[config.mk]
export PLATFORM = sky130hd
export DESIGN_NAME = fpo_fan_drive
export DESIGN_NICKNAME = d
export VERILOG_FILES = /design/src/fpo_pkg.sv /design/src/fpo_fan_drive.sv
export SDC_FILE = /design/constraint.sdc
export NUM_CORES = 1
export LEC_CHECK = 0
export BUFFER_PORTS_ARGS = -buffer_cell sky130_fd_sc_hd__buf_2
export CAP_MARGIN = 20
export CORE_UTILIZATION = 45
export DETAILED_ROUTE_END_ITERATION = 10
export GPL_TIMING_DRIVEN = 0
export PLACE_DENSITY_LB_ADDON = 0.05
export SKIP_LAST_GASP = 1
export SLEW_MARGIN = 20
export SYNTH_ARGS = -nofsm -noshare
export SYNTH_HDL_FRONTEND = slang
export SYNTH_SLANG_ARGS = --single-unit
[constraint.sdc]
create_clock -name i_ref_clk -period 3.7 [get_ports i_ref_clk]
set_input_delay 0.74 -clock i_ref_clk [delete_from_list [all_inputs] [get_ports i_ref_clk]]
set_output_delay 0.74 -clock i_ref_clk [all_outputs]
set_load 0.01 [all_outputs]
[src/fpo_pkg.sv]
/*
 * fpo_pkg: register offsets, field positions, reset values and timing
 * counts for the fan drive block with its over-temperature override.
 * Assumes a byte-wide register port and a 100 MHz reference clock.
 */
`default_nettype none
package fpo_pkg;
	// ************************************************************
	// register offsets
	// ************************************************************
	localparam logic [7:0] FPO_OFS_CFG6      = 8'h10;
	localparam logic [7:0] FPO_OFS_CFG7      = 8'h11;
	localparam logic [7:0] FPO_OFS_STATUS    = 8'h20;
	localparam logic [7:0] FPO_OFS_DUTY0     = 8'h30;
	localparam logic [7:0] FPO_OFS_DUTY1     = 8'h31;
	localparam logic [7:0] FPO_OFS_DUTY2     = 8'h32;
	localparam logic [7:0] FPO_OFS_MAXDUTY   = 8'h38;
	localparam logic [7:0] FPO_OFS_FANMODE   = 8'h5C;
	localparam logic [7:0] FPO_OFS_ACOUST1   = 8'h62;
	localparam logic [7:0] FPO_OFS_CFG3      = 8'h78;
	localparam logic [7:0] FPO_OFS_CFG5      = 8'h7C;
	localparam logic [7:0] FPO_OFS_CFG4      = 8'h7D;
	// ************************************************************
	// field positions
	// ************************************************************
	localparam int FPO_BIT_MANUAL_FULL  = 3;  // cfg6
	localparam int FPO_BIT_HYST_OFF     = 0;  // cfg7
	localparam int FPO_BIT_SYNC3        = 4;  // acoustics one
	localparam int FPO_BIT_FULL_SPEED_ON_ALARM        = 2;  // cfg3
	localparam int FPO_BIT_OT_DISABLE   = 2;  // cfg4
	localparam int FPO_BIT_USE_MAX      = 3;  // cfg4
	localparam int FPO_POS_PIN_FUNC     = 0;  // cfg4 <1:0>
	localparam int FPO_POS_CH_EN        = 5;  // cfg5 <7:5>
	localparam int FPO_BIT_MANUAL       = 0;  // fan mode
	localparam int FPO_POS_FREQ         = 1;  // fan mode <3:1>
	localparam logic [1:0] FPO_PIN_FUNC_OT  = 2'h3;
	localparam logic [2:0] FPO_FREQ_HIGH    = 3'h7;
	localparam logic [7:0] FPO_DUTY_FULL    = 8'hFF;
	localparam logic [7:0] FPO_DUTY_OFF     = 8'h00;
	// ************************************************************
	// reset values
	// ************************************************************
	localparam logic [7:0] FPO_RST_ZERO     = 8'h00;
	localparam logic [7:0] FPO_RST_MAXDUTY  = 8'hFF;
	localparam logic [7:0] FPO_RST_CFG5     = 8'hE0;
	// ************************************************************
	// timing
	// ************************************************************
	localparam int          FPO_CLK_MHZ       = 100;
	localparam int          FPO_HIGH_KHZ      = 25;
	localparam int          FPO_LOW_HZ_BASE   = 88;
	localparam logic [15:0] FPO_HIGH_DIV      = 16'(FPO_CLK_MHZ * 1000 / (FPO_HIGH_KHZ * 256));
	localparam logic [15:0] FPO_LOW_DIV_BASE  = 16'(FPO_CLK_MHZ * 1000000 / (FPO_LOW_HZ_BASE * 256 * 64));
	// ************************************************************
	// register image carried as one bundle
	// ************************************************************
	typedef struct packed {
		logic [7:0] cfg6;
		logic [7:0] cfg7;
		logic [7:0] acoust1;
		logic [7:0] cfg3;
		logic [7:0] cfg5;
		logic [7:0] cfg4;
		logic [7:0] fanmode;
		logic [7:0] maxduty;
	} fpo_cfg_type;
endpackage
`default_nettype wire

[src/fpo_fan_drive.sv]
/*
 * fpo_fan_drive: three PWM fan drive outputs, over-temperature output
 * with hysteresis, full-speed override and tach-to-PWM timing gates.
 * Assumes limit comparison and the automatic loop sit outside and feed
 * per-channel trip flags and automatic duties on the clock domain.
 */
`timescale 1ns/1ps
`default_nettype none
module fpo_fan_drive
	import fpo_pkg::*;
#(
	parameter int NCH = 3
) (
	// clock and reset
	input  wire logic            i_ref_clk,
	input  wire logic            i_rst_b,
	// register port
	input  wire logic [7:0]      i_reg_addr,
	input  wire logic [7:0]      i_reg_wdata,
	input  wire logic            i_reg_wr,
	output logic [7:0]           o_reg_rdata,
	// temperature comparison and automatic loop
	input  wire logic [NCH-1:0]  i_temp_above_trip,
	input  wire logic [NCH-1:0]  i_temp_above_limit,
	input  wire logic [NCH*8-1:0] i_auto_duty,
	// pins
	input  wire logic            i_overtemp_signal_in,
	output logic                 o_overtemp_signal_out,
	output logic                 o_overtemp_signal_oe,
	input  wire logic [3:0]      i_speed_in,
	output logic [NCH-1:0]       o_fan_drive,
	// tach timing to the speed counters
	output logic [3:0]           o_speed_sync,
	output logic [3:0]           o_speed_gate
);
	// ************************************************************
	// registers
	// ************************************************************
	fpo_cfg_type      cfg_reg;
	logic [7:0]       duty_reg [NCH];
	logic [NCH-1:0]   hold_reg;
	logic [15:0]      pre_reg;
	logic [7:0]       cnt_reg;
	logic [7:0]       live_reg [NCH];
	logic [4:0]       s1_reg, s2_reg, s3_reg, lvl_reg;
	logic             ovr_reg;

	// decode of the frequency field into a prescale count
	function automatic logic [15:0] fpo_div(input logic [2:0] sel);
		if (sel == FPO_FREQ_HIGH) begin
			return FPO_HIGH_DIV;
		end
		return 16'(FPO_LOW_DIV_BASE << sel);
	endfunction

	logic manual, hyst_off, ot_dis, pin_ok, full_speed_on_alarm_en, alarm_in, period_end;
	logic [NCH-1:0] ch_en, ev_raw, ev_hyst, ev_ch;
	logic           ot_event, fan_ot, high_mode;
	logic [7:0]     ovr_duty;

	assign manual     = cfg_reg.fanmode[FPO_BIT_MANUAL];
	assign high_mode  = cfg_reg.fanmode[FPO_POS_FREQ +: 3] == FPO_FREQ_HIGH;
	assign hyst_off   = cfg_reg.cfg7[FPO_BIT_HYST_OFF];
	assign ot_dis     = cfg_reg.cfg4[FPO_BIT_OT_DISABLE];
	assign pin_ok     = cfg_reg.cfg4[FPO_POS_PIN_FUNC +: 2] == FPO_PIN_FUNC_OT;
	assign full_speed_on_alarm_en   = cfg_reg.cfg3[FPO_BIT_FULL_SPEED_ON_ALARM];
	assign ch_en      = cfg_reg.cfg5[FPO_POS_CH_EN +: NCH];
	assign alarm_in   = ~lvl_reg[4];
	assign period_end = (pre_reg == 16'h0000) && (cnt_reg == 8'hFF);

	// ************************************************************
	// register writes
	// ************************************************************
	always_ff @(posedge i_ref_clk) begin
		if (!i_rst_b) begin
			cfg_reg         <= '0;
			cfg_reg.cfg5    <= FPO_RST_CFG5;
			cfg_reg.maxduty <= FPO_RST_MAXDUTY;
		end else if (i_reg_wr) begin
			case (i_reg_addr)
				FPO_OFS_CFG6:    cfg_reg.cfg6    <= i_reg_wdata;
				FPO_OFS_CFG7:    cfg_reg.cfg7    <= i_reg_wdata;
				FPO_OFS_ACOUST1: cfg_reg.acoust1 <= i_reg_wdata;
				FPO_OFS_CFG3:    cfg_reg.cfg3    <= i_reg_wdata;
				FPO_OFS_CFG5:    cfg_reg.cfg5    <= i_reg_wdata;
				FPO_OFS_CFG4:    cfg_reg.cfg4    <= i_reg_wdata;
				FPO_OFS_FANMODE: cfg_reg.fanmode <= i_reg_wdata;
				FPO_OFS_MAXDUTY: cfg_reg.maxduty <= i_reg_wdata;
				default: ;
			endcase
		end
	end

	// manual duty registers, one per channel
	genvar g;
	generate
		for (g = 0; g < NCH; g++) begin : g_duty
			always_ff @(posedge i_ref_clk) begin
				if (!i_rst_b) begin
					duty_reg[g] <= FPO_RST_ZERO;
				end else if (i_reg_wr && i_reg_addr == 8'(FPO_OFS_DUTY0 + 8'(g))) begin
					duty_reg[g] <= i_reg_wdata;
				end
			end
		end
	endgenerate

	// ************************************************************
	// register reads
	// ************************************************************
	always_ff @(posedge i_ref_clk) begin
		if (!i_rst_b) begin
			o_reg_rdata <= FPO_RST_ZERO;
		end else begin
			case (i_reg_addr)
				FPO_OFS_CFG6:    o_reg_rdata <= cfg_reg.cfg6;
				FPO_OFS_CFG7:    o_reg_rdata <= cfg_reg.cfg7;
				FPO_OFS_ACOUST1: o_reg_rdata <= cfg_reg.acoust1;
				FPO_OFS_CFG3:    o_reg_rdata <= cfg_reg.cfg3;
				FPO_OFS_CFG5:    o_reg_rdata <= cfg_reg.cfg5;
				FPO_OFS_CFG4:    o_reg_rdata <= cfg_reg.cfg4;
				FPO_OFS_FANMODE: o_reg_rdata <= cfg_reg.fanmode;
				FPO_OFS_MAXDUTY: o_reg_rdata <= cfg_reg.maxduty;
				FPO_OFS_DUTY0:   o_reg_rdata <= duty_reg[0];
				FPO_OFS_DUTY1:   o_reg_rdata <= duty_reg[1];
				FPO_OFS_DUTY2:   o_reg_rdata <= duty_reg[2];
				FPO_OFS_STATUS:  o_reg_rdata <= {4'h0, alarm_in, ovr_reg, fan_ot, o_overtemp_signal_oe};
				default:         o_reg_rdata <= FPO_RST_ZERO;
			endcase
		end
	end

	// ************************************************************
	// pin input synchronisers: four tach inputs and the alarm pin
	// ************************************************************
	always_ff @(posedge i_ref_clk) begin
		if (!i_rst_b) begin
			s1_reg  <= 5'h1F;
			s2_reg  <= 5'h1F;
			s3_reg  <= 5'h1F;
			lvl_reg <= 5'h1F;
		end else begin
			s1_reg  <= {i_overtemp_signal_in, i_speed_in};
			s2_reg  <= s1_reg;
			s3_reg  <= s2_reg;
			for (int k = 0; k < 5; k++) begin
				if (s2_reg[k] == s3_reg[k]) begin
					lvl_reg[k] <= s3_reg[k];
				end
			end
		end
	end

	// ************************************************************
	// over-temperature detection with optional hysteresis
	// ************************************************************
	always_ff @(posedge i_ref_clk) begin
		if (!i_rst_b) begin
			hold_reg <= '0;
		end else begin
			for (int k = 0; k < NCH; k++) begin
				if (i_temp_above_trip[k]) begin
					hold_reg[k] <= 1'b1;
				end else if (!i_temp_above_limit[k]) begin
					hold_reg[k] <= 1'b0;
				end
			end
		end
	end

	assign ev_raw   = i_temp_above_trip & ch_en;
	assign ev_hyst  = (hold_reg | i_temp_above_trip) & ch_en;
	assign ev_ch    = hyst_off ? ev_raw : ev_hyst;
	assign ot_event = |ev_ch;

	// pin drive: open drain, driven low while asserted
	always_ff @(posedge i_ref_clk) begin
		if (!i_rst_b) begin
			o_overtemp_signal_oe  <= 1'b0;
			o_overtemp_signal_out <= 1'b0;
		end else begin
			o_overtemp_signal_out <= 1'b0;
			if (!hyst_off) begin
				o_overtemp_signal_oe <= ot_event && pin_ok && !ot_dis;
			end else begin
				o_overtemp_signal_oe <= ot_event && pin_ok;
			end
		end
	end

	// ************************************************************
	// fan override decision
	// ************************************************************
	assign fan_ot   = ot_event && !ot_dis &&
	                  (!manual || cfg_reg.cfg6[FPO_BIT_MANUAL_FULL]);
	assign ovr_duty = cfg_reg.cfg4[FPO_BIT_USE_MAX] ? cfg_reg.maxduty
	                                                : FPO_DUTY_FULL;

	// ************************************************************
	// period timebase shared by all outputs
	// ************************************************************
	always_ff @(posedge i_ref_clk) begin
		if (!i_rst_b) begin
			pre_reg <= '0;
			cnt_reg <= '0;
		end else if (pre_reg == 16'h0000) begin
			pre_reg <= fpo_div(cfg_reg.fanmode[FPO_POS_FREQ +: 3]);
			cnt_reg <= cnt_reg + 8'h01;
		end else begin
			pre_reg <= pre_reg - 16'h0001;
		end
	end

	// override flag taken only at the period boundary
	always_ff @(posedge i_ref_clk) begin
		if (!i_rst_b) begin
			ovr_reg <= 1'b0;
		end else if (period_end) begin
			ovr_reg <= fan_ot;
		end
	end

	// ************************************************************
	// per-channel duty selection and PWM output
	// ************************************************************
	generate
		for (g = 0; g < NCH; g++) begin : g_pwm
			logic [7:0] base;
			logic       full_speed_on_alarm;
			assign base  = manual ? duty_reg[g] : i_auto_duty[g*8 +: 8];
			assign full_speed_on_alarm = full_speed_on_alarm_en && alarm_in && (base != FPO_DUTY_OFF);
			always_ff @(posedge i_ref_clk) begin
				if (!i_rst_b) begin
					live_reg[g] <= FPO_DUTY_OFF;
				end else if (period_end) begin
					if (full_speed_on_alarm) begin
						live_reg[g] <= FPO_DUTY_FULL;
					end else if (fan_ot) begin
						live_reg[g] <= ovr_duty;
					end else begin
						live_reg[g] <= base;
					end
				end
			end
			always_ff @(posedge i_ref_clk) begin
				if (!i_rst_b) begin
					o_fan_drive[g] <= 1'b0;
				end else begin
					o_fan_drive[g] <= (live_reg[g] == FPO_DUTY_FULL) ||
					                  (cnt_reg < live_reg[g]);
				end
			end
		end
	endgenerate

	// ************************************************************
	// tach timing gates against the selected drive output
	// ************************************************************
	always_ff @(posedge i_ref_clk) begin
		if (!i_rst_b) begin
			o_speed_sync <= 4'h0;
			o_speed_gate <= 4'h0;
		end else begin
			o_speed_sync <= lvl_reg[3:0];
			if (high_mode) begin
				o_speed_gate <= 4'hF;
			end else begin
				o_speed_gate[0] <= o_fan_drive[0];
				o_speed_gate[1] <= cfg_reg.acoust1[FPO_BIT_SYNC3] ?
				                   o_fan_drive[2] : o_fan_drive[1];
				o_speed_gate[2] <= o_fan_drive[2];
				o_speed_gate[3] <= o_fan_drive[2];
			end
		end
	end
endmodule
`default_nettype wire

==> qor.csv <==
stage,metric,value,unit
global_route,largest net degree at the start of global routing,21,
synth,simple-gate share of the synthesized area,23.7,%
synth,Synth Area in XOR/XNOR,1.58,%
timing,RSZ-0062 raised after global routing,false,
clock_network,Clock Sink Count,179,
power,Lkg Pwr,3.95,nW
finish,# fillers,1911,
floorplan,Die H,143,um
synth,Synth Area in Compound Gates,15.9,%
setup_path,Setup crit end kind,flop,
timing,Worst Tran Pin Value,1.02,ns
timing,Fin Setup TNS,0,ns
synth,Post-synth ARST share,0,%
floorplan,core area,19400,um^2
synth,Adder-Cell Fraction of Synth Area,3.24,%
synth,"Cell Area, Synth",8890,um^2
finish,n_diodes,0,
timing,clk_skew,0.0126,ns
synth,synth warn,0,
place,gpl congestion,0.914,
setup_path,Critical Path Source,pre_reg[6]$_SDFF_PN0_,
synth,"count leader, synth",nand2_1,
synth,Area contributors post-synth,"dfxtp_1 30%, edfxtp_1 16%, nand2_1 5.6%",
timing,fmax,0.296,GHz
clock_network,CTS max path bufs,2,
finish,Syn-to-layout area delta,14.9,%
global_route,initial antenna violation count,0,
timing,PnR worst setup slack,0.323,ns
clock_network,root buffer cell,clkbuf_16,
synth,Yosys cell types,67,
synth,post-synthesis net count,1061,
finish,layout cell share with drive strength beyond 1,11.9,%
setup_path,critical path endpoint,live_reg[2][7]$_SDFFCE_PN0P_,
timing,max-slew violation count,0,
clock_network,Worst-Skew Late Latency,0.44,ns
synth,Synth top area share,29.5,%
clock_network,CTS H-tree depth,4,
min_path,HP Class,flop to flop,
floorplan,die width,143,um
synth,cell taking the most area after synthesis,dfxtp_1,
setup_path,reg2reg setup slack,0.32,ns
timing,Finish-stage setup viols,0,
status,run status,completed,
drt,Routed Wire Length,27.9,mm
synth,register bit total from synthesis,179,
global_route,number of global-route vias before repair,7328,
setup_path,Critical Path AT,3.43,ns
global_route,total track usage,28.4,%
clock_network,number of hold buffers added after CTS,0,
synth,most common library cells after synthesis,"133 x nand2_1, 131 x dfxtp_1, 70 x a21oi_1",
power,peak supply drop,0.300,mV
place,pre-CTS setup slack,0.254,ns
clock_network,Worst-path clk slew,0.08,ns
synth,Most used DFF post-synth,dfxtp_1,
drt,post-route antenna net violation count,0,
setup_path,Worst EP required,3.75,ns
timing,Tcrit/Tclk final,91.3,%
synth,post-synthesis average cell area,9.03,um^2
floorplan,Die Area,20300,um^2
setup_path,crit path launch type,flop,
place,input/output buffers,71,
drt,Starting DRT DRC Count,676,
clock_network,CTS tree,yes,
place,dpl hpwl,20.5,mm
setup_path,critical path peak fanout,10,
timing,crit path time final,3.38,ns
finish,number of flip-flops in the largest register,64,
setup_path,R2R Path End,live_reg[2][7]$_SDFFCE_PN0P_,
drt,Pre-antenna DRT Iters,5,
floorplan,Initial Utilization,45.8,%
synth,fraction of the yosys area taken by sequential cells,45.7,%
drt,Routed WL per cell,20.6,um
clock_network,number of post-CTS setup repair buffers,0,
clock_network,Post-CTS Resized,0,
synth,Syn Inst Count,984,
setup_path,worst r2r src,pre_reg[6]$_SDFF_PN0_,
global_route,global-route wire length before repair,42.4,mm
drt,DRC Markers,0,
floorplan,IO Count,75,
flow_run,max capacitance violation total,0,
drt,drt via density,5.72,
timing,Slew HR,31.2,%
setup_path,Worst Reg-to-Reg Cells,5,
timing,final hold vios,0,
synth,Post-synth EDFFs,48,
global_route,GR Overflow Total,0,
power,Power Dens Cells,486,nW/um^2
drt,vias,7730,
clock_network,total CTS buffers,17,
setup_path,Setup CP Type,flop to flop,
floorplan,Rows,51,
synth,mux cell area share after synthesis,5.77,%
synth,largest family of logic cells by synthesized area,simple AND/OR/NAND/NOR gates,
finish,Nets,1151,
-- worst min-delay path by stage --
stage / startpoint / to / cells after the start
floorplan: s1_reg[0]$_SDFF_PN1_ / s2_reg[0]$_SDFF_PN1_ / 1
detailed placement: s1_reg[1]$_SDFF_PN1_ / s2_reg[1]$_SDFF_PN1_ / 1
global route: s1_reg[1]$_SDFF_PN1_ / s2_reg[1]$_SDFF_PN1_ / 1
global placement: s1_reg[1]$_SDFF_PN1_ / s2_reg[1]$_SDFF_PN1_ / 1
CTS: s1_reg[1]$_SDFF_PN1_ / s2_reg[1]$_SDFF_PN1_ / 1
finish: s1_reg[1]$_SDFF_PN1_ / s2_reg[1]$_SDFF_PN1_ / 1
-- worst max-delay path: stages (launching register included) --
cell,delay (ns)
dfxtp_1,0.36
or4_4,0.53
nor3_1,0.44
nand3_1,0.42
clkbuf_1,0.36
o21ai_0,0.87
-- cells by family after synthesis --
| group | Yosys count |
|---|---|
| AOI/OAI and AO/OA | 212 |
| xor gates and xnor gates | 16 |
| adders and majority gates | 23 |
| buffers and inverters | 91 |
| DFF | 179 |
| muxes | 51 |
| other | 1 |
| and+or+nand+nor | 411 |
-- metrics by stage --
step | cells | utilization (%) | hold WS [ns] | instance area [um^2] | power (mW)
after floorplan | 984 | - | 0.386 | 8890 | 2.88
after global routing | 1352 | 52.7 | 0.448 | 10200 | 5.17
final | 1352 | 52.7 | 0.412 | 10200 | 4.96
after global placement | 1320 | 49.4 | 0.388 | 9570 | 3.16
after detailed placement | 1320 | 49.5 | 0.395 | 9590 | 3.16
after CTS | 1352 | 52.6 | 0.414 | 10200 | 4.98
-- placed cells by master, fill, tap and decap left out, types with 9 or more instances in the layout --
master / instances
a2bb2oi_1: 9
a22oi_1: 11
nand2b_1: 23
dfxtp_1: 131
and2_1: 33
o21a_1: 19
nor2_1: 58
a22o_1: 9
a211oi_1: 9
nand3_1: 61
edfxtp_1: 48
a21o_1: 22
o21ai_0: 22
buf_2: 77
ha_1: 23
nor4_1: 12
nand2_1: 133
clkbuf_16: 17
inv_1: 27
mux2i_1: 49
clkbuf_1: 48
a221oi_1: 10
a21oi_1: 70
nand4_1: 10
nor2b_1: 11
nor3_1: 21
and3_1: 14
-- routing by layer --
layer	track usage [%]	vias up	part of all wire [%]	routed length (um)
li1	-	3724	-	-
met1	36.8	3646	43	12000
met2	46.5	303	47	13100
met3	5.48	57	6.3	1750
met4	11.6	0	3.4	946
met5	0	-	0	0
-- area by class of cell --
cell class | instances | area [um^2] | share of cell area [%]
Multi-Input combinational cell | 714 | 4500 | 44.0
Sequential cell | 179 | 4060 | 39.8
Clock buffer | 17 | 425 | 4.16
Timing Repair Buffer | 71 | 355 | 3.48
Tap cell | 265 | 332 | 3.25
Buffer | 63 | 255 | 2.50
Clock inverter | 15 | 180 | 1.76
Inverter | 28 | 105 | 1.03
-- where the power goes --
part,internal [mW],switching [mW],total [mW]
registers,2.12,0.115,2.24
logic,0.345,0.558,0.902
clock network,0.919,0.908,1.83
total,3.38,1.58,4.96
(Power assumes the default switching activity.)
